## src/rtl/pwm_pkg.sv

```systemverilog
package pwm_pkg;
  // ****************************************
  // Register offsets
  // ****************************************
  localparam logic [11:0] ADDR_TMAP = 12'hFAE; // Timer map register
  localparam logic [1:0][11:0] ADDR_DCL = {12'hF9F, 12'hFA2}; // Duty low, per channel
  localparam logic [1:0][11:0] ADDR_DCH = {12'hFA0, 12'hFA3}; // Duty high, per channel
  localparam logic [1:0][11:0] ADDR_CON = {12'hFA1, 12'hFA4}; // Control, per channel
  localparam logic [7:0] TMR_PAGE = 8'hF8; // Timer block, 4 bytes per timer
  localparam logic [1:0] TMR_CNT = 2'h0; // Timer count (read only)
  localparam logic [1:0] TMR_PER = 2'h1; // Timer period
  localparam logic [1:0] TMR_CTL = 2'h2; // Timer control

  // ****************************************
  // Field positions
  // ****************************************
  localparam int EN_BIT = 7; // Channel enable
  localparam int OUT_BIT = 5; // Channel output level (read only)
  localparam int POL_BIT = 4; // Output invert
  localparam int TON_BIT = 7; // Timer run
  localparam int DCL_LSB = 6; // Duty low bits sit in 7:6
  localparam int SEL_LSB = 2; // First channel select in timer map

  // ****************************************
  // Reset values
  // ****************************************
  localparam logic [5:0] TMAP_RST = 6'h15; // Timer map reset
  localparam logic [7:0] PER_RST = 8'hFF; // Timer period reset
  localparam logic [7:0] BYTE_RST = 8'h00; // All other registers

  // ****************************************
  // Timing counts
  // ****************************************
  localparam logic [1:0] SUB_LAST = 2'h3; // Four sub-counts per timer step
  localparam logic [3:0][5:0] PRE_LAST = {6'h3F, 6'h0F, 6'h03, 6'h00}; // 1,4,16,64

  typedef enum logic [1:0] {
    PS_1 = 2'b00,
    PS_4 = 2'b01,
    PS_16 = 2'b10,
    PS_64 = 2'b11
  } prescale_t;
endpackage

```

## src/rtl/eight_bit_timer.sv

```systemverilog
`timescale 1ns/1ps
module eight_bit_timer (
  input wire logic clk, // System clock
  input wire logic rst, // Synchronous reset
  input wire logic run, // Timer on and not asleep
  input wire logic [1:0] prescale, // Prescale select
  input wire logic [7:0] period, // Period register
  output logic [7:0] count, // Timer count
  output logic tick, // Time base advances this cycle
  output logic roll, // Period rollover this cycle
  output logic [9:0] tb_next // Time base after this cycle
);
  // ****************************************
  // State
  // ****************************************
  typedef struct packed {
    logic [5:0] pre; // Prescale divider
    logic [1:0] sub; // Sub-count, two low time base bits
    logic [7:0] cnt; // Eight-bit count
  } tstate_t;

  tstate_t s_reg; // Registered state
  tstate_t s_next; // Next state

  // ****************************************
  // Counting
  // ****************************************
  // No postscaler exists here, so nothing can skew the period
  always_comb begin
    s_next = s_reg;
    tick = run && (s_reg.pre == pwm_pkg::PRE_LAST[prescale]);
    // Four sub-steps per count, so a period spans (period+1)*4 steps
    roll = tick && (s_reg.sub == pwm_pkg::SUB_LAST) && (s_reg.cnt == period);
    if (run) begin
      s_next.pre = tick ? 6'h00 : s_reg.pre + 6'h01;
    end
    if (roll) begin
      // Count cleared on the step after a period match
      s_next.sub = 2'h0;
      s_next.cnt = 8'h00;
    end else if (tick) begin
      // Sub-count of prescaled clocks under the count gives 10 bits
      s_next.sub = s_reg.sub + 2'h1;
      if (s_reg.sub == pwm_pkg::SUB_LAST) begin
        s_next.cnt = s_reg.cnt + 8'h01;
      end
    end
    tb_next = {s_next.cnt, s_next.sub};
  end

  // Register the state
  always_ff @(posedge clk) begin
    if (rst) begin
      s_reg <= '0;
    end else begin
      s_reg <= s_next;
    end
  end

  assign count = s_reg.cnt;

  // Asleep or off, nothing moves
  hold_count_a: assert property (@(posedge clk) disable iff (rst)
    !run |=> $stable(s_reg)) else $error("timer moved while stopped");
  // Rollover returns the count to zero
  roll_clear_a: assert property (@(posedge clk) disable iff (rst)
    roll |=> (count == 8'h00) && (s_reg.sub == 2'h0)) else $error("count not cleared");
endmodule

```

## src/rtl/pwm_channel.sv

```systemverilog
`timescale 1ns/1ps
module pwm_channel (
  input wire logic clk, // System clock
  input wire logic rst, // Synchronous reset
  input wire logic en, // Channel enable
  input wire logic output_invert, // Output invert
  input wire logic [9:0] duty, // Written duty value
  input wire logic [7:0] period, // Selected period register
  input wire logic tick, // Selected time base advances
  input wire logic roll, // Selected timer rollover
  input wire logic [9:0] tb_next, // Selected time base, next value
  output logic pin // Modulated output
);
  // ****************************************
  // State
  // ****************************************
  typedef struct packed {
    logic [9:0] dbuf; // Buffered duty
    logic act; // Output active before inversion
    logic pin; // Output after inversion
  } cstate_t;

  cstate_t s_reg; // Registered state
  cstate_t s_next; // Next state
  logic [10:0] lim; // Four times (period plus one)
  logic full; // Duty at or beyond the period

  // ****************************************
  // Waveform
  // ****************************************
  always_comb begin
    s_next = s_reg;
    lim = {({1'b0, period} + 9'h001), 2'b00};
    full = ({1'b0, s_reg.dbuf} >= lim);
    if (roll) begin
      s_next.dbuf = duty;
    end
    if (!en) begin
      s_next.act = 1'b0;
    end else if (roll) begin
      // Set at rollover unless the new duty is zero
      s_next.act = (duty != 10'h000);
    end else if (tick && (tb_next == s_reg.dbuf) && !full) begin
      s_next.act = 1'b0;
    end
    s_next.pin = s_next.act ^ output_invert;
  end

  // Register the state
  always_ff @(posedge clk) begin
    if (rst) begin
      s_reg <= '0;
    end else begin
      s_reg <= s_next;
    end
  end

  assign pin = s_reg.pin;

  // Buffer only reloads at rollover
  duty_buffer_a: assert property (@(posedge clk) disable iff (rst)
    !roll |=> $stable(s_reg.dbuf)) else $error("duty buffer changed mid period");
  // Rollover turns the output on for non-zero duty
  roll_set_a: assert property (@(posedge clk) disable iff (rst)
    en && roll && (duty != 10'h000) |=> s_reg.act) else $error("not set at rollover");
  // Zero duty stays off
  zero_duty_a: assert property (@(posedge clk) disable iff (rst)
    en && roll && (duty == 10'h000) |=> !s_reg.act) else $error("zero duty went active");
  // Match clears the output
  match_clear_a: assert property (@(posedge clk) disable iff (rst)
    en && !roll && tick && (tb_next == s_reg.dbuf) && !full |=> !s_reg.act)
    else $error("match did not clear");
  // Full duty never clears
  full_duty_a: assert property (@(posedge clk) disable iff (rst)
    en && s_reg.act && full && !roll |=> s_reg.act) else $error("full duty cleared");
  // Disabled output inactive and inversion applied
  level_inv_a: assert property (@(posedge clk) disable iff (rst)
    ##1 (pin == (s_reg.act ^ $past(output_invert))) && ($past(!en) -> !s_reg.act))
    else $error("wrong output level");
endmodule

```

## src/rtl/pwm_top.sv

```systemverilog
// Added by the designer: the plain strobed port.
`timescale 1ns/1ps
//
// Contract
// Two-bit field picks one of four timers
// Ten-bit duty resolution from count plus sub-count
// Shared period per timer, separate duty
// Output goes active at timer rollover
// Output goes inactive on duty match
// Duty from high byte and low 7:6
// Duty at or beyond period: never cleared
// Duty double buffered, reloaded at rollover
// Software writes both duty bytes before rollover
// Invert bit flips the output
// Period is (period+1)*4*clock*prescale
// Timer must run at clock over four
// Rollover clears count, sets output, loads buffers
// Postscaler has no effect
// Duty registers writable at any time
// Low time base bits count prescaled clocks
// Sleep freezes timer and outputs
// Reset restores all registers
// Enable cleared holds output inactive
// Status bit shows present output level
//
module pwm_top (
  input wire logic clk, // System clock, 200 MHz
  input wire logic rst, // Synchronous reset, active high
  input wire logic sleep, // Freeze request
  input wire logic [11:0] addr, // Register address
  input wire logic [7:0] wdata, // Write data
  input wire logic wr, // Write strobe
  input wire logic rd, // Read strobe
  output logic [7:0] rdata, // Read data, cycle after rd
  output logic [1:0] pwm_out // Modulated outputs
);
  // ****************************************
  // Register state
  // ****************************************
  typedef struct packed {
    logic [3:0][7:0] per; // Timer periods
    logic [3:0] ton; // Timer run bits
    logic [3:0][1:0] tps; // Timer prescale selects
    logic [1:0][7:0] dh; // Duty high bytes
    logic [1:0][1:0] dl; // Duty low bits
    logic [1:0] en; // Channel enables
    logic [1:0] output_invert; // Channel inversion
    logic [5:0] tmap; // Timer map, incl. unused capture field
    logic [7:0] rdata; // Read data
  } regs_t;

  regs_t r_reg; // Registered state
  regs_t r_next; // Next state

  logic [3:0][7:0] t_count; // Timer counts
  logic [3:0] t_tick; // Timer time base steps
  logic [3:0] t_roll; // Timer rollovers
  logic [3:0][9:0] t_tbn; // Timer time base next values
  logic [1:0] pin; // Channel outputs
  logic [7:0] rd_val; // Value for the addressed register

  // Timer picked by a channel from the timer map
  function automatic logic [1:0] chan_sel(input logic [5:0] map, input int c);
    chan_sel = map[pwm_pkg::SEL_LSB + 2 * c +: 2];
  endfunction

  // Timer register hit: returns one when address is in the timer page at offset f
  function automatic logic tmr_hit(input logic [11:0] a, input logic [1:0] f);
    tmr_hit = (a[11:4] == pwm_pkg::TMR_PAGE) && (a[1:0] == f);
  endfunction

  // ****************************************
  // Timers
  // ****************************************
  // Each timer stops while asleep; one period feeds all its users
  for (genvar t = 0; t < 4; t++) begin : g_tmr
    eight_bit_timer u_tmr (
      .clk(clk),
      .rst(rst),
      .run(r_reg.ton[t] && !sleep),
      .prescale(r_reg.tps[t]),
      .period(r_reg.per[t]),
      .count(t_count[t]),
      .tick(t_tick[t]),
      .roll(t_roll[t]),
      .tb_next(t_tbn[t])
    );
  end

  // ****************************************
  // Channels
  // ****************************************
  // Each channel follows its own timer choice
  for (genvar c = 0; c < 2; c++) begin : g_chan
    pwm_channel u_chan (
      .clk(clk),
      .rst(rst),
      .en(r_reg.en[c]),
      .output_invert(r_reg.output_invert[c]),
      .duty({r_reg.dh[c], r_reg.dl[c]}),
      .period(r_reg.per[chan_sel(r_reg.tmap, c)]),
      .tick(t_tick[chan_sel(r_reg.tmap, c)]),
      .roll(t_roll[chan_sel(r_reg.tmap, c)]),
      .tb_next(t_tbn[chan_sel(r_reg.tmap, c)]),
      .pin(pin[c])
    );
  end

  // ****************************************
  // Read mux
  // ****************************************
  // Unmapped addresses and reserved bits read as zero
  always_comb begin
    rd_val = 8'h00;
    if (addr == pwm_pkg::ADDR_TMAP) begin
      rd_val = {2'b00, r_reg.tmap};
    end
    for (int c = 0; c < 2; c++) begin
      if (addr == pwm_pkg::ADDR_DCH[c]) begin
        rd_val = r_reg.dh[c];
      end
      if (addr == pwm_pkg::ADDR_DCL[c]) begin
        rd_val = {r_reg.dl[c], 6'h00};
      end
      if (addr == pwm_pkg::ADDR_CON[c]) begin
        rd_val = 8'h00;
        rd_val[pwm_pkg::EN_BIT] = r_reg.en[c];
        rd_val[pwm_pkg::OUT_BIT] = pin[c];
        rd_val[pwm_pkg::POL_BIT] = r_reg.output_invert[c];
      end
    end
    if (tmr_hit(addr, pwm_pkg::TMR_CNT)) begin
      rd_val = t_count[addr[3:2]];
    end
    if (tmr_hit(addr, pwm_pkg::TMR_PER)) begin
      rd_val = r_reg.per[addr[3:2]];
    end
    if (tmr_hit(addr, pwm_pkg::TMR_CTL)) begin
      rd_val = {r_reg.ton[addr[3:2]], 5'h00, r_reg.tps[addr[3:2]]};
    end
  end

  // ****************************************
  // Register writes
  // ****************************************
  // Duty bytes take writes any time; the buffers isolate the waveform.
  // A half-written duty can still be loaded if rollover falls between the two
  // writes, so software should write both bytes early in a period.
  always_comb begin
    r_next = r_reg;
    r_next.rdata = rd ? rd_val : 8'h00;
    if (wr) begin
      if (addr == pwm_pkg::ADDR_TMAP) begin
        r_next.tmap = wdata[5:0];
      end
      for (int c = 0; c < 2; c++) begin
        if (addr == pwm_pkg::ADDR_DCH[c]) begin
          r_next.dh[c] = wdata;
        end
        if (addr == pwm_pkg::ADDR_DCL[c]) begin
          r_next.dl[c] = wdata[pwm_pkg::DCL_LSB +: 2];
        end
        if (addr == pwm_pkg::ADDR_CON[c]) begin
          r_next.en[c] = wdata[pwm_pkg::EN_BIT];
          r_next.output_invert[c] = wdata[pwm_pkg::POL_BIT];
        end
      end
      if (tmr_hit(addr, pwm_pkg::TMR_PER)) begin
        r_next.per[addr[3:2]] = wdata;
      end
      if (tmr_hit(addr, pwm_pkg::TMR_CTL)) begin
        r_next.ton[addr[3:2]] = wdata[pwm_pkg::TON_BIT];
        r_next.tps[addr[3:2]] = wdata[1:0];
      end
    end
  end

  // Register everything; reset restores every field
  always_ff @(posedge clk) begin
    if (rst) begin
      r_reg.per <= {4{pwm_pkg::PER_RST}};
      r_reg.ton <= 4'h0;
      r_reg.tps <= {4{pwm_pkg::PS_1}};
      r_reg.dh <= {2{pwm_pkg::BYTE_RST}};
      r_reg.dl <= 4'h0;
      r_reg.en <= 2'h0;
      r_reg.output_invert <= 2'h0;
      r_reg.tmap <= pwm_pkg::TMAP_RST;
      r_reg.rdata <= pwm_pkg::BYTE_RST;
    end else begin
      r_reg <= r_next;
    end
  end

  assign rdata = r_reg.rdata;
  assign pwm_out = pin;

  // ****************************************
  // Checks
  // ****************************************
  // Reset values are in place right after reset
  reset_values_a: assert property (@(posedge clk)
    $past(rst) |-> (r_reg.tmap == pwm_pkg::TMAP_RST) && (r_reg.en == 2'h0)
      && (r_reg.per == {4{pwm_pkg::PER_RST}})) else $error("bad reset value");

  // Status bit reads the present output level
  out_status_a: assert property (@(posedge clk) disable iff (rst)
    rd && (addr == pwm_pkg::ADDR_CON[0]) |=> rdata[pwm_pkg::OUT_BIT] == $past(pin[0]))
    else $error("status bit differs from output");

  // Duty write lands without waiting for the timer
  duty_write_a: assert property (@(posedge clk) disable iff (rst)
    wr && (addr == pwm_pkg::ADDR_DCH[1]) |=> r_reg.dh[1] == $past(wdata))
    else $error("duty write lost");

  // Channel zero follows the timer picked by its field
  timer_pick_a: assert property (@(posedge clk) disable iff (rst)
    (r_reg.tmap[3:2] == 2'b10) && t_roll[2] && r_reg.en[0]
      && ({r_reg.dh[0], r_reg.dl[0]} != 10'h000)
      |=> pwm_out[0] == !r_reg.output_invert[0]) else $error("wrong timer used");

  // Reads answer in the next cycle only
  read_timing_a: assert property (@(posedge clk) disable iff (rst)
    !rd |=> rdata == 8'h00) else $error("read data outside its cycle");

  // Asleep, outputs hold their level
  sleep_hold_a: assert property (@(posedge clk) disable iff (rst)
    sleep && $past(sleep) && !wr && !$past(wr) |=> $stable(pwm_out))
    else $error("output moved in sleep");
endmodule

```

## config.mk

```make
export PLATFORM = sky130hd
export DESIGN_NAME = pwm_top
export DESIGN_NICKNAME = d
export VERILOG_FILES = /design/src/rtl/pwm_pkg.sv /design/src/rtl/eight_bit_timer.sv /design/src/rtl/pwm_channel.sv /design/src/rtl/pwm_top.sv
export SDC_FILE = /design/constraint.sdc
export NUM_CORES = 1
export LEC_CHECK = 0
export BUFFER_PORTS_ARGS = -buffer_cell sky130_fd_sc_hd__buf_2
export CORE_UTILIZATION = 40
export CTS_CLUSTER_SIZE = 30
export DETAILED_ROUTE_END_ITERATION = 12
export PLACE_DENSITY_LB_ADDON = 0.08
export SYNTH_ARGS = -nofsm -noshare
export SYNTH_HDL_FRONTEND = slang
export SYNTH_SLANG_ARGS = --single-unit
```

## constraint.sdc

```tcl
create_clock -name clk -period 3.7 [get_ports clk]
set_input_delay 0 -clock clk [delete_from_list [all_inputs] [get_ports clk]]
set_output_delay 0 -clock clk [all_outputs]
set_load 0.05 [all_outputs]
```

# --- Word-level counts from Yosys, hierarchy flattened ---
# Index checks and enable logic that the tools add are counted.
totals:
  out_inout_bits: 10
  regBits: 170
  in_bits: 25
  word_cells: 203
op_classes:
  n_mux: 73
  magnitude_cmp: 10
  reduce_logical: 41
  addsub: 14
  bitwise: 3
  eq_ne: 24
ops:
  columns: ["op", "n"]
  rows:
  - ["8-bit 2-to-1 mux", 18]
  - ["10-bit 2-to-1 mux", 10]
  - ["12-bit == test (second input constant)", 7]
  - ["8-bit binary-select mux with 2-bit select", 4]
  - ["6-bit 2-to-1 mux", 9]
  - ["6-bit binary-select mux with 2-bit select", 4]
  - ["10-bit binary-select mux with 2-bit select", 2]
  - ["8-bit by 1-bit adder with 8-bit output (second input constant)", 4]
  - ["32-bit bitwise mux", 1]
  - ["8-bit == test", 4]
  - ["6-bit by 1-bit adder with 6-bit output (second input constant)", 4]
  - ["6-bit == test", 4]
  - ["1-bit logical AND", 24]
  - ["10-bit by 11-bit >= comparator with 1-bit output", 2]
  - ["2-bit by 3-bit < comparator with 1-bit output (second input constant)", 7]
  - ["10-bit == test", 2]
  - ["10-bit nonzero test", 2]
  - ["8-bit by 1-bit adder with 9-bit output (second input constant)", 2]
  - ["2-bit AND reduction", 9]
  - ["8-bit demux with 2-bit select", 1]
  - ["1-bit 2-to-1 mux", 12]
  - ["1-bit binary-select mux with 2-bit select", 5]
  - ["2-bit == test (second input constant)", 5]
  - ["2-bit by 1-bit adder with 2-bit output (second input constant)", 4]
  - ["15 further kinds", 19]

# --- Logic depth before layout (Yosys ltp) ---
# Gate-level depths: netlist of run 1.
logic_depth:
  ltp_word: 16
  mapped_depth: 19
  mapped_depth_nobuf: 16

# --- Modules after synthesis ---
# From an unflattened synthesis of run 1, not the netlist that was laid out.
unflattened:
  hier_cells: 1268
  hier_area_um2: 11389.7
by_module_without_submodules:
  columns: ["module", "n_inst", "seq_area_each_um2", "cells_per_inst", "area_per_inst_um2"]
  rows:
  - ["pwm_top", 1, 1641.6, 516, 5091.1]
  - ["eight_bit_timer", 4, 320.3, 140, 1133.6]
  - ["pwm_channel", 2, 240.2, 96, 882.1]

# --- Least setup slack after synthesis of run 1 ---
# Ideal clock, no wire load.
synth_timing:
  kind: "flip-flop to flip-flop"
  from: "register r_reg[11] (netlist bit)"
  to: "register g_chan[0].u_chan.s_reg (netlist bit g_chan[0].u_chan.pin)"
  n_path_buf: 3
  setup_ns: 0.122
  t_required_ns: 3.578
  setup_slack_ns: -0.071
  arrival_time_ns: 3.649
  synth_period_minus_slack_ns: 3.771
  path_stages_with_launch: 17
  path_cell_list: "dfxtp_1 clkbuf_1 clkbuf_1 clkbuf_1 mux4_2 ha_1 and2_1 nand2_1 xor2_1 ha_1 a2111oi_0 a21oi_1 nor3_1 o211ai_1 nor4_1 a21oi_1 nand3b_1"
synth_between:
  elab_chain_len: 10
  elab_cells_between_ends: 18
  cone_classes: "1 x add/sub; 1 x order compare; 1 x eq/ne; 11 x mux; 1 x bitwise; 3 x reduce/logical"
synth_rtl:
  columns: ["item", "line_no", "rtl"]
  rows:
  - ["start: declaration", "pwm_top.sv:52", "regs_t r_reg;"]
  - ["start signal: assignment", "pwm_top.sv:191", "r_reg <= r_next;"]
  - ["8-bit binary-select mux with 2-bit select", "pwm_top.sv:101", ".period(r_reg.per[chan_sel(r_reg.tmap, c)]),"]
  - ["8-bit 2-to-1 mux (not written as such)", "pwm_top.sv:101", null]
  - ["8-bit by 1-bit adder with 9-bit output", "pwm_channel.sv:33", "lim = {({1'b0, period} + 9'h001), 2'b00};"]
  - ["10-bit by 11-bit >= comparator with 1-bit output", "pwm_channel.sv:34", "full = ({1'b0, s_reg.dbuf} >= lim);"]
  - ["1-bit zero test", "pwm_channel.sv:43", "end else if (tick && (tb_next == s_reg.dbuf) && !full) begin"]
  - ["1-bit logical AND", "pwm_channel.sv:43", null]
  - ["1-bit 2-to-1 mux", "pwm_channel.sv:43", null]
  - ["1-bit 2-to-1 mux *", "pwm_channel.sv:40", "end else if (roll) begin"]
  - ["1-bit 2-to-1 mux *", "pwm_channel.sv:38", "if (!en) begin"]
  - ["1-bit bitwise XOR *", "pwm_channel.sv:46", "s_next.pin = s_next.act ^ output_invert;"]
  - ["end signal: assignment", "pwm_channel.sv:54", "s_reg <= s_next;"]
  - ["end: declaration", "pwm_channel.sv:23", "cstate_t s_reg;"]
# Every way passes the cells marked *; elsewhere a longest branch is shown, timed or not. The select of a mux whose other input is x is not followed.
# A chain may end at the register's enable or synchronous reset.

# --- Final worst setup path of run 1 ---
layout_timing:
  from: "register g_tmr[1].u_tmr.s_reg (netlist bit g_tmr[1].u_tmr.count[6])"
  to: "register g_chan[0].u_chan.s_reg (netlist bit g_chan[0].u_chan.pin)"
layout_between:
  elab_chain_len: 13
  elab_cells_between_ends: 17
  cone_classes: "1 x add/sub; 2 x eq/ne; 10 x mux; 1 x bitwise; 3 x reduce/logical"
layout_rtl:
  columns: ["item", "line_no", "rtl"]
  rows:
  - ["start: declaration", "eight_bit_timer.sv:22", "tstate_t s_reg;"]
  - ["start signal: assignment", "eight_bit_timer.sv:56", "s_reg <= s_next;"]
  - ["8-bit by 1-bit adder with 8-bit output", "eight_bit_timer.sv:45", "s_next.cnt = s_reg.cnt + 8'h01;"]
  - ["8-bit 2-to-1 mux", "eight_bit_timer.sv:44", "if (s_reg.sub == pwm_pkg::SUB_LAST) begin"]
  - ["10-bit 2-to-1 mux", "eight_bit_timer.sv:41", "end else if (tick) begin"]
  - ["10-bit 2-to-1 mux", "eight_bit_timer.sv:37", "if (roll) begin"]
  - ["10-bit binary-select mux with 2-bit select", "pwm_top.sv:104", ".tb_next(t_tbn[chan_sel(r_reg.tmap, c)]),"]
  - ["10-bit 2-to-1 mux (not written as such)", "pwm_top.sv:104", null]
  - ["10-bit == test", "pwm_channel.sv:43", null]
  - ["1-bit logical AND (2 in series)", "pwm_channel.sv:43", null]
  - ["1-bit 2-to-1 mux", "pwm_channel.sv:43", null]
  - ["1-bit 2-to-1 mux *", "pwm_channel.sv:40", null]
  - ["1-bit 2-to-1 mux *", "pwm_channel.sv:38", null]
  - ["1-bit bitwise XOR *", "pwm_channel.sv:46", null]
# Marked as above.

==> results.yml, run 1 <==
critical_path:
  crit_type: "register to register"
  critPathLaunchType: "register"
  crit_path_end: "g_chan[0].u_chan.pin$_SDFF_PP0_"
  timing.rr.start: "g_tmr[1].u_tmr.count[6]$_SDFF_PP0_"
  worstPathArrival_ns: 3.83
  critPathLaunch: "g_tmr[1].u_tmr.count[6]$_SDFF_PP0_"
  cp.required_ns: 4.08
  cpPeakStageDelay_ns: 0.62
  r2r_end: "g_chan[0].u_chan.pin$_SDFF_PP0_"
  slowest_stage: "dfxtp_1"
  crit_chain: "xor2_1 > nor4_1 > buf_4 > and2_2 > nand3_1 > mux4_2 > nand2b_1 > o211ai_1 > or3_1 > a2bb2oi_1 > nand3b_1"
  rrSetupSlack_ns: 0.25
  reg2reg_depth: 11
  cp_max_fo: 12
  worstSetupEndpointType: "register"
place:
  place.gp.congestion: 0.985
  dp_hpwl_um: 32800
  dp.cells: 1755
  dpl-instance-area_um2: 12300
  port_buffers: 34
clocking:
  clkTransAtPathRegs_ns: 0.07
  post_cts_buffers: 0
  cts.sinks: 170
  htree_levels: 4
  insertion_delay_ns: 0.45
  cts-root-buf: "clkbuf_16"
  clk_path_buf_depth: 2
  cts_tree: "built"
  cts_buffers: 17
grt:
  grt_pass1_vias: 10000
  met1_usage: 0.437
  overflow: 0
  grt_pass1_wl_um: 64700
  track_usage: 0.300
  grtUsageMet3: 0.0504
  grt_start_max_net_pins: 78
  antenna_found_initial: 0
  top_usage_layer: "met2"
  use_met2: 0.452
synth:
  yosysUniqueCellTypes: 96
  postSynthAreaPerCell_um2: 8.50
  synth_seq_cells: 170
  syn-num-nets: 1415
  synth-edff-count: 0
  synth_warnings: 0
  synthFlopType: "dfxtp_1"
  netlist_area_um2: 11600
  synth-async-reset-ratio: 0
  ys_seq_area_frac: 0.294
  syn_inst: 1360
route:
  routed_via_density: 6.05
  ant_nets: 0
  first_pass_iters: 6
  drt-initial-drc-count: 1211
  finalWirelength_um: 43000
  wl_per_cell_um: 23.9
  vias: 10900
  drc_errors: 0
floorplanning:
  die_w_um: 172
  core-area_um2: 28100
  io_pins: 35
  dieArea_um2: 29600
  start_util: 0.412
  num_rows: 61
  die_y_um: 172
sta:
  finClkSkew_ns: 0.0158
  fin_crit_sh: 0.933
  timing.final.crit_period_ns: 3.45
  whs_ns: 0.0959
  clock.fmax_mhz: 290
  relSlewSlack: 0.379
  worstMarginPinSlew_ns: 0.924
  setup_viol: 0
  final-hold-violation-count: 0
  rsz0062_at_grt: "true"
  slew_violations: 0
final_layout:
  fillers: 2879
  design_area_um2: 13100
  nets: 1460
  area_growth_pct: 13.2
  final_common_cell: "dfxtp_1"
  largest_reg_flops: 74
  diodes: 0
  stdcell_count: 1794
  final_cell_mix: "dfxtp_1 (169), nand2_1 (160), nor2_1 (117)"
  drive_gt1_frac: 0.162
power_and_ir_drop:
  power_switching_w: 0.000913
  power_leakage_nw: 4.95
  peakVddDrop_v: 0.000246
  p_per_area_nw_per_um2: 302
  combPwrFrac: 0.045
  switching_share: 0.231
  p_int_w: 0.00304
  pwr-share-clk: 0.491
  power_w: 0.00395
  seqPwrFrac: 0.465
run:
  drv_cap: 0
outcome:
  status: "finished, final reports clean"
worst_hold_path:
  hold_start: "rst"
  min-delay-path-class: "input pin to register"
## how the worst min path moves through the flow
| stage | to | slack [ns] | cells past startpoint |
|---|---|---|---|
| floorplan | r_reg[50]$_SDFFE_PP1P_ | 0.12 | 1 |
| global placement | r_reg[25]$_SDFFE_PP0P_ | 0.36 | 3 |
| detailed placement | r_reg[11]$_SDFFE_PP0P_ | 0.37 | 3 |
| CTS | g_tmr[0].u_tmr.s_reg[11]$_SDFFE_PP0P_ | 0.07 | 4 |
| global route | g_tmr[1].u_tmr.s_reg[10]$_SDFFE_PP0P_ | 0.11 | 4 |
| finish | g_chan[0].u_chan.s_reg[11]$_SDFFE_PP0P_ | 0.1 | 2 |
## timing repair
item | 4_1_cts | 5_1_grt
setup endpoints to repair | 0 | 4
resized for setup | 0 | 8
hold buffers | 9 | 0
endpoints found under the hold margin | 57 | 0
## kinds of logic after synthesis
logic type / count (synthesis) / share of synthesized area
buffers and inverters: 117 / 0.0477
AOI/OAI and AO/OA: 269 / 0.161
and+or+nand+nor: 585 / 0.264
DFF: 170 / 0.294
muxes: 91 / 0.126
xor gates and xnor gates: 98 / 0.0743
adders and majority gates: 30 / 0.0325
## routing by layer
metal	up-vias	wire, µm
met5	-	0
met4	0	919
met3	57	3160
met2	437	18800
met1	5307	20100
li1	5055	-
## critical path, delay by kind of cell, from the launching register on
family	cells	cell delay [ns]
flops	1	0.62
xor+xnor	1	0.13
compound gates	2	0.27
mux	1	0.60
simple gates	6	1.47
buf+inv	1	0.29
## through the flow
step           setup slack (ns)  utilization  setup TNS [ns]
4_1_cts                   0.152        0.465               0
5_1_grt                -0.00322        0.466        -0.00322
6_report                  0.247        0.466               0
3_3_place_gp              0.200        0.440               0
2_1_floorplan            0.0198            -               0
3_5_place_dp              0.175        0.440               0
## final cells by class
class                      count  area, µm²  area share
clock buffer                  20        447      0.0341
timing repair buffer         122        885      0.0676
multi-input combinational   1073       7630       0.583
inverter                      21       78.8     0.00602
clock inverter                10        169      0.0129
sequential                   170       3400       0.260
tap                          378        473      0.0361
## cells in the mapped netlist, drive strengths merged (32+ instances only)
library cell,count,share of area
clkbuf,62,0.023
a21oi,92,0.042
mux4,42,0.082
xor2,66,0.050
mux2i,47,0.042
xnor2,32,0.024
dfxtp,170,0.29
nand2,161,0.053
nand3,89,0.040
nor2,117,0.038
buf,34,0.018
## power by group through the flow
| stage | clock network, W | logic (W) | registers [W] |
|---|---|---|---|
| 6_report | 0.00194 | 0.000177 | 0.00184 |
| 3_5_place_dp | 0 | 0.000166 | 0.00188 |
| 4_1_cts | 0.00198 | 0.000174 | 0.00184 |
| 3_3_place_gp | 0 | 0.000166 | 0.00188 |
| 5_1_grt | 0.00204 | 0.000185 | 0.00184 |
| 2_1_floorplan | 0 | 0.0000958 | 0.00188 |
Note: power is estimated with default switching activity, not from simulation.
==> inputs of run 2 (changes only) <==
- ABC_AREA: default -> 1
==> run 2 against run 1 <==
Against the previous run: final area fell by 0.74%; combinational power decreased by 16%; cell count grew 26%; area after synthesis increased by 2.5%; largest cell class unchanged.
==> results.yml, run 2 <==
clocking:
  cts_tree: "built"
  insertion_delay_ns: 0.46
  cts_buffers: 17
  clkTransAtPathRegs_ns: 0.07
  cts.sinks: 170
  htree_levels: 4
  cts-root-buf: "clkbuf_16"
  clk_path_buf_depth: 2
floorplanning:
  dieArea_um2: 30300
  num_rows: 62
  die_y_um: 174
  core-area_um2: 28900
  io_pins: 35
  die_w_um: 174
  start_util: 0.409
synth:
  synth_compound_area_frac: 0.158
  netlist_area_um2: 11800
  ys_seq_area_frac: 0.287
  synthFlopType: "dfxtp_1"
  synth.area.top_cells: "dfxtp_1 (29%), nand2_1 (16%), inv_1 (6.7%)"
  synth.largest_area_cell: "dfxtp_1"
  postSynthAreaPerCell_um2: 6.39
  synthTopCellsByCount: "nand2_1 (494), inv_1 (210), nor2_1 (193), dfxtp_1 (170), nand3_1 (155)"
  synth_seq_cells: 170
  yosysMostFrequentCell: "nand2_1"
  synth_xor_area_frac: 0.0274
  synth_top_family_by_area: "simple AND/OR/NAND/NOR gates"
  synth-async-reset-ratio: 0
  synth.mux.area_fraction: 0
  yosysUniqueCellTypes: 55
  synth-edff-count: 0
  synth_warnings: 0
  synth_fa_ha_area_frac: 0.0317
  synth.top_cell.area_share: 0.287
  syn_inst: 1854
  syn-num-nets: 1909
  synth-simple-area-share: 0.385
grt:
  grt_pass1_wl_um: 70500
  grt_start_max_net_pins: 84
  antenna_found_initial: 1
  grt_pass1_vias: 11600
  overflow: 0
  track_usage: 0.312
sta:
  clock.fmax_mhz: 294
  fin_crit_sh: 0.920
  whs_ns: 0.0316
  slew_violations: 0
  setup_viol: 0
  finClkSkew_ns: 0.0128
  worstMarginPinSlew_ns: 1.05
  relSlewSlack: 0.303
  timing.final.crit_period_ns: 3.40
  final-hold-violation-count: 0
critical_path:
  rrSetupSlack_ns: 0.30
  reg2reg_depth: 22
  crit_top_cell: "nor2_1"
  r2r_end: "g_chan[0].u_chan.pin$_SDFF_PP0_"
  crit_chain: "buf_4 > nor2_1 > inv_1 > a32oi_2 > nand4_1 > or2_2 > or3_1 > nor2_1 > xor2_1 > ha_1 > a21oi_1 > o21ai_0 > nand2_1 > nand2_1 > nor2_1 > nand2_1 > nor2_1 > nand3_1 > nand2_1 > nand2_2 > a21oi_1 > nor2_1"
  cp.required_ns: 4.05
  cpPeakStageDelay_ns: 0.33
  worstSetupEndpointType: "register"
  cp_max_fo: 19
  crit_type: "register to register"
  worstPathArrival_ns: 3.75
  timing.rr.start: "r_reg[10]$_SDFFE_PP1P_"
  critPathLaunchType: "register"
  slowest_stage: "or3_1"
final_layout:
  multi_input_area_um2: 7150
  area_growth_pct: 9.66
  nets: 1925
  largest_reg_flops: 74
  final_util: 0.449
  fillers: 3116
  drive_gt1_frac: 0.102
  seq_area_um2: 3400
  final_cell_mix: "nand2_1 (494), inv_1 (207), nor2_1 (193)"
  final_common_cell: "nand2_1"
route:
  finalWirelength_um: 47000
  wl_met2_um: 20400
  routed_via_density: 5.52
  wl_met1_um: 21100
  drc_errors: 0
  first_pass_iters: 6
  vias: 12500
  wl_per_cell_um: 20.8
  met3_length_um: 3230
  drt-initial-drc-count: 1374
  routed.top_layer: "met4"
  ant_nets: 0
run:
  drv_cap: 0
power_and_ir_drop:
  p_per_area_nw_per_um2: 292
  power_leakage_nw: 5.74
  peakVddDrop_v: 0.000319
worst_hold_path:
  hold_start: "addr[5]"
  whs_path_depth: 6
  min-delay-path-class: "input pin to register"
  hold_end: "rdata[0]$_SDFF_PP0_"
outcome:
  status: "finished, final reports clean"
place:
  port_buffers: 34
  place.gp.congestion: 0.985
  dp_hpwl_um: 36700
run 2: logic make-up (layout without fill, tap and decap cells):
logic type	Yosys count	count (layout)
compound gates	303	303
other cells	0	1
xor+xnor	37	37
flops	170	170
fa+ha+maj	30	30
buf+inv	310	337
simple gates	1004	1004
run 2: critical path: cells and delay by family (launching register included):
kind	cells	cell delay, ns
simple gates	14	1.72
compound gates	4	0.61
flops	1	0.32
fa+ha+maj	1	0.26
buf+inv	2	0.25
xor+xnor	1	0.15
run 2: cell type report:
type	instances	share of cell area
Antenna cell	1	0.000193
Clock inverter	12	0.00905
Clock buffer	18	0.0338
Tap cell	384	0.0370
Inverter	233	0.0677
Sequential cell	170	0.262
Timing Repair Buffer	74	0.0397
Multi-Input combinational cell	1374	0.551
run 2: worst max path at each step:
stage	slack (ns)	endpoint	startpoint
final	0.30	g_chan[0].u_chan.pin$_SDFF_PP0_	r_reg[10]$_SDFFE_PP1P_
after global routing	-0.008	g_chan[1].u_chan.pin$_SDFF_PP0_	r_reg[50]$_SDFFE_PP1P_
after CTS	0.25	g_chan[0].u_chan.pin$_SDFF_PP0_	r_reg[10]$_SDFFE_PP1P_
after detailed placement	0.27	g_chan[0].u_chan.pin$_SDFF_PP0_	r_reg[10]$_SDFFE_PP1P_
after global placement	0.33	g_chan[1].u_chan.pin$_SDFF_PP0_	r_reg[50]$_SDFFE_PP1P_
after floorplan	0.33	g_chan[1].u_chan.pin$_SDFF_PP0_	r_reg[12]$_SDFFE_PP1P_
run 2: per-stage QoR:
stage | setup TNS (ns) | setup WS [ns] | total power, W | area, µm² | cells
global route | -0.00754 | -0.00754 | 0.00390 | 13000 | 2265
global placement | 0 | 0.332 | 0.00201 | 12300 | 2223
detailed placement | 0 | 0.267 | 0.00201 | 12300 | 2223
CTS | 0 | 0.252 | 0.00382 | 12900 | 2264
finish | 0 | 0.298 | 0.00379 | 13000 | 2266
floorplan | 0 | 0.332 | 0.00194 | 11800 | 1854
run 2: routing by layer:
metal | vias to the layer above | GRT usage
met3 | 111 | 0.0562
met2 | 495 | 0.489
li1 | 6165 | -
met5 | - | 0
met1 | 5739 | 0.414
met4 | 0 | 0.148
run 2: power by group:
group / total [W] / internal, W / switching [W] / leakage, nW
clock: 0.00181 / 0.000948 / 0.000865 / 0.267
combinational: 0.000149 / 0.0000372 / 0.000112 / 4.10
sequential: 0.00183 / 0.00183 / 0.000000332 / 1.37
run 2: what timing repair did:
| item | CTS | global route |
|---|---|---|
| hold endpoints to repair | 45 | 0 |
| hold buffers | 11 | 0 |
| setup buffers | 0 | 1 |
| endpoints found under the setup margin | 0 | 4 |
| gates resized for setup | 0 | 14 |
==> inputs of run 3 (changes only) <==
--- a/config.mk
+++ b/config.mk
@@ -8,2 +8,3 @@
 export ABC_AREA = 1
+export ABC_CLOCK_PERIOD_IN_PS = 3700
 export BUFFER_PORTS_ARGS = -buffer_cell sky130_fd_sc_hd__buf_2
==> constraint.sdc (replaced) <==
create_clock -name clk -period 3.7 [get_ports clk]
set_input_delay 0.37 -clock clk [delete_from_list [all_inputs] [get_ports clk]]
set_output_delay 0.37 -clock clk [all_outputs]
set_load 0.05 [all_outputs]
==> run 3 against run 2 <==
Against the previous run: critical path depth stayed put; wire length is 0.53% lower; clock power is 7% higher; final area is 0.13% lower; sequential power hardly changed; cell count is 0.22% lower; critical endpoint unchanged; clock-buffer cell count is 1 higher; critical path type unchanged; highest routed layer unchanged.
==> results.yml, run 3 (synthesis gave the netlist of run 2 again) <==
sta:
  relSlewSlack: 0.299
  finClkSkew_ns: 0.0131
  final-hold-violation-count: 0
  timing.final.crit_period_ns: 3.28
  fin_crit_sh: 0.887
  worstMarginPinSlew_ns: 1.05
  setup_viol: 0
  clock.fmax_mhz: 305
  slew_violations: 0
clocking:
  cts_buffers: 17
  post_cts_buffers: 0
  clkTransAtPathRegs_ns: 0.08
  insertion_delay_ns: 0.46
  htree_levels: 4
  cts.sinks: 170
  clk_path_buf_depth: 2
  cts_tree: "built"
  cts-root-buf: "clkbuf_16"
place:
  dp.cells: 2228
  place.gp.congestion: 1.05
  port_buffers: 34
  dp_hpwl_um: 36600
critical_path:
  cp_max_fo: 19
  cp.required_ns: 4.05
  critPathLaunchType: "register"
  r2r_end: "g_chan[0].u_chan.pin$_SDFF_PP0_"
  rrSetupSlack_ns: 0.42
  worstPathArrival_ns: 3.64
  worstSetupEndpointType: "register"
  timing.rr.start: "r_reg[10]$_SDFFE_PP1P_"
  reg2reg_depth: 22
  crit_type: "register to register"
final_layout:
  final_util: 0.448
  final_common_cell: "nand2_1"
  final_cell_mix: "nand2_1 (494), inv_1 (207), nor2_1 (192)"
  largest_reg_flops: 74
  nets: 1918
  fillers: 3170
  area_growth_pct: 9.53
  multi_input_area_um2: 7160
  stdcell_count: 2261
  seq_area_um2: 3410
  drive_gt1_frac: 0.106
route:
  vias: 12500
  ant_nets: 0
  first_pass_iters: 5
  finalWirelength_um: 46800
  wl_per_cell_um: 20.7
  drt-initial-drc-count: 1455
  routed_via_density: 5.55
  drc_errors: 0
floorplanning:
  start_util: 0.409
  die_w_um: 174
  dieArea_um2: 30300
  core-area_um2: 28900
  num_rows: 62
  die_y_um: 174
  io_pins: 35
worst_hold_path:
  min-delay-path-class: "input pin to register"
  hold_start: "rst"
  whs_path_depth: 3
  hold_end: "r_reg[51]$_SDFFE_PP1P_"
power_and_ir_drop:
  power_leakage_nw: 5.75
  p_per_area_nw_per_um2: 301
  peakVddDrop_v: 0.000337
grt:
  track_usage: 0.313
  antenna_found_initial: 1
  grt_pass1_vias: 11600
  overflow: 0
  grt_start_max_net_pins: 84
  grt_pass1_wl_um: 70800
run:
  drv_cap: 0
outcome:
  status: "finished, final reports clean"
run 3: metal layers:
metal | wire length (µm) | vias up | track usage
met3 | 3420 | 95 | 0.0457
met1 | 20900 | 5757 | 0.422
li1 | - | 6165 | -
met5 | 0 | - | 0
met4 | 2280 | 0 | 0.158
met2 | 20200 | 530 | 0.484
run 3: layout make-up:
cell class	instances	share of cell area
Antenna cell	1	0.000193
Sequential cell	170	0.262
Clock inverter	13	0.0121
Inverter	233	0.0678
Clock buffer	19	0.0349
Timing Repair Buffer	67	0.0337
Multi-Input combinational cell	1374	0.552
Tap cell	384	0.0370
run 3: how the worst max path moves through the flow:
| stage | slack [ns] | startpoint | endpoint |
|---|---|---|---|
| 2_1_floorplan | 0.33 | r_reg[12]$_SDFFE_PP1P_ | g_chan[1].u_chan.pin$_SDFF_PP0_ |
| 3_3_place_gp | 0.34 | r_reg[50]$_SDFFE_PP1P_ | g_chan[1].u_chan.pin$_SDFF_PP0_ |
| 3_5_place_dp | 0.27 | r_reg[50]$_SDFFE_PP1P_ | g_chan[1].u_chan.pin$_SDFF_PP0_ |
| 4_1_cts | 0.23 | r_reg[50]$_SDFFE_PP1P_ | g_chan[1].u_chan.pin$_SDFF_PP0_ |
| 5_1_grt | -0.009 | r_reg[50]$_SDFFE_PP1P_ | g_chan[1].u_chan.pin$_SDFF_PP0_ |
| 6_report | 0.42 | r_reg[10]$_SDFFE_PP1P_ | g_chan[0].u_chan.pin$_SDFF_PP0_ |
run 3: power breakdown:
part           leakage [nW]  internal [W]  switching [W]  total (W)
sequential             1.37       0.00183    0.000000323    0.00183
combinational          4.08     0.0000310       0.000112   0.000143
clock                 0.300       0.00105       0.000879    0.00193
total                  5.75       0.00291       0.000992    0.00390
run 3: worst max-delay path, stage by stage (launching register included):
cell and delay, ns:
dfxtp_1 0.34, buf_6 0.16, nor2_1 0.10, inv_1 0.05, a32oi_2 0.27, nand4_1 0.15, or2_4 0.26, or3_4 0.34
nor2_2 0.09, xor2_1 0.16, ha_1 0.26, a21oi_1 0.12, o21ai_0 0.09, nand2_1 0.06, nand2_1 0.05, nor2_1 0.10
nand2_1 0.05, nor2_1 0.09, nand3_1 0.11, nand2_1 0.09, nand2_2 0.07, a21oi_1 0.12, nor2_1 0.06
run 3: stage by stage:
step / power [W] / setup WS, ns / area [µm²] / hold slack (ns) / setup TNS (ns)
after CTS: 0.00392 / 0.232 / 12900 / 0.212 / 0
after global placement: 0.00201 / 0.342 / 12300 / 0.458 / 0
after floorplan: 0.00194 / 0.332 / 11800 / 0.440 / 0
after detailed placement: 0.00201 / 0.268 / 12300 / 0.466 / 0
final: 0.00390 / 0.417 / 13000 / 0.225 / 0
after global routing: 0.00401 / -0.00919 / 13000 / 0.231 / -0.00919
run 3: what timing repair did:
item,in CTS,in global routing
resized for setup,0,19
hold buffers,0,0
endpoints found under the setup margin,0,4
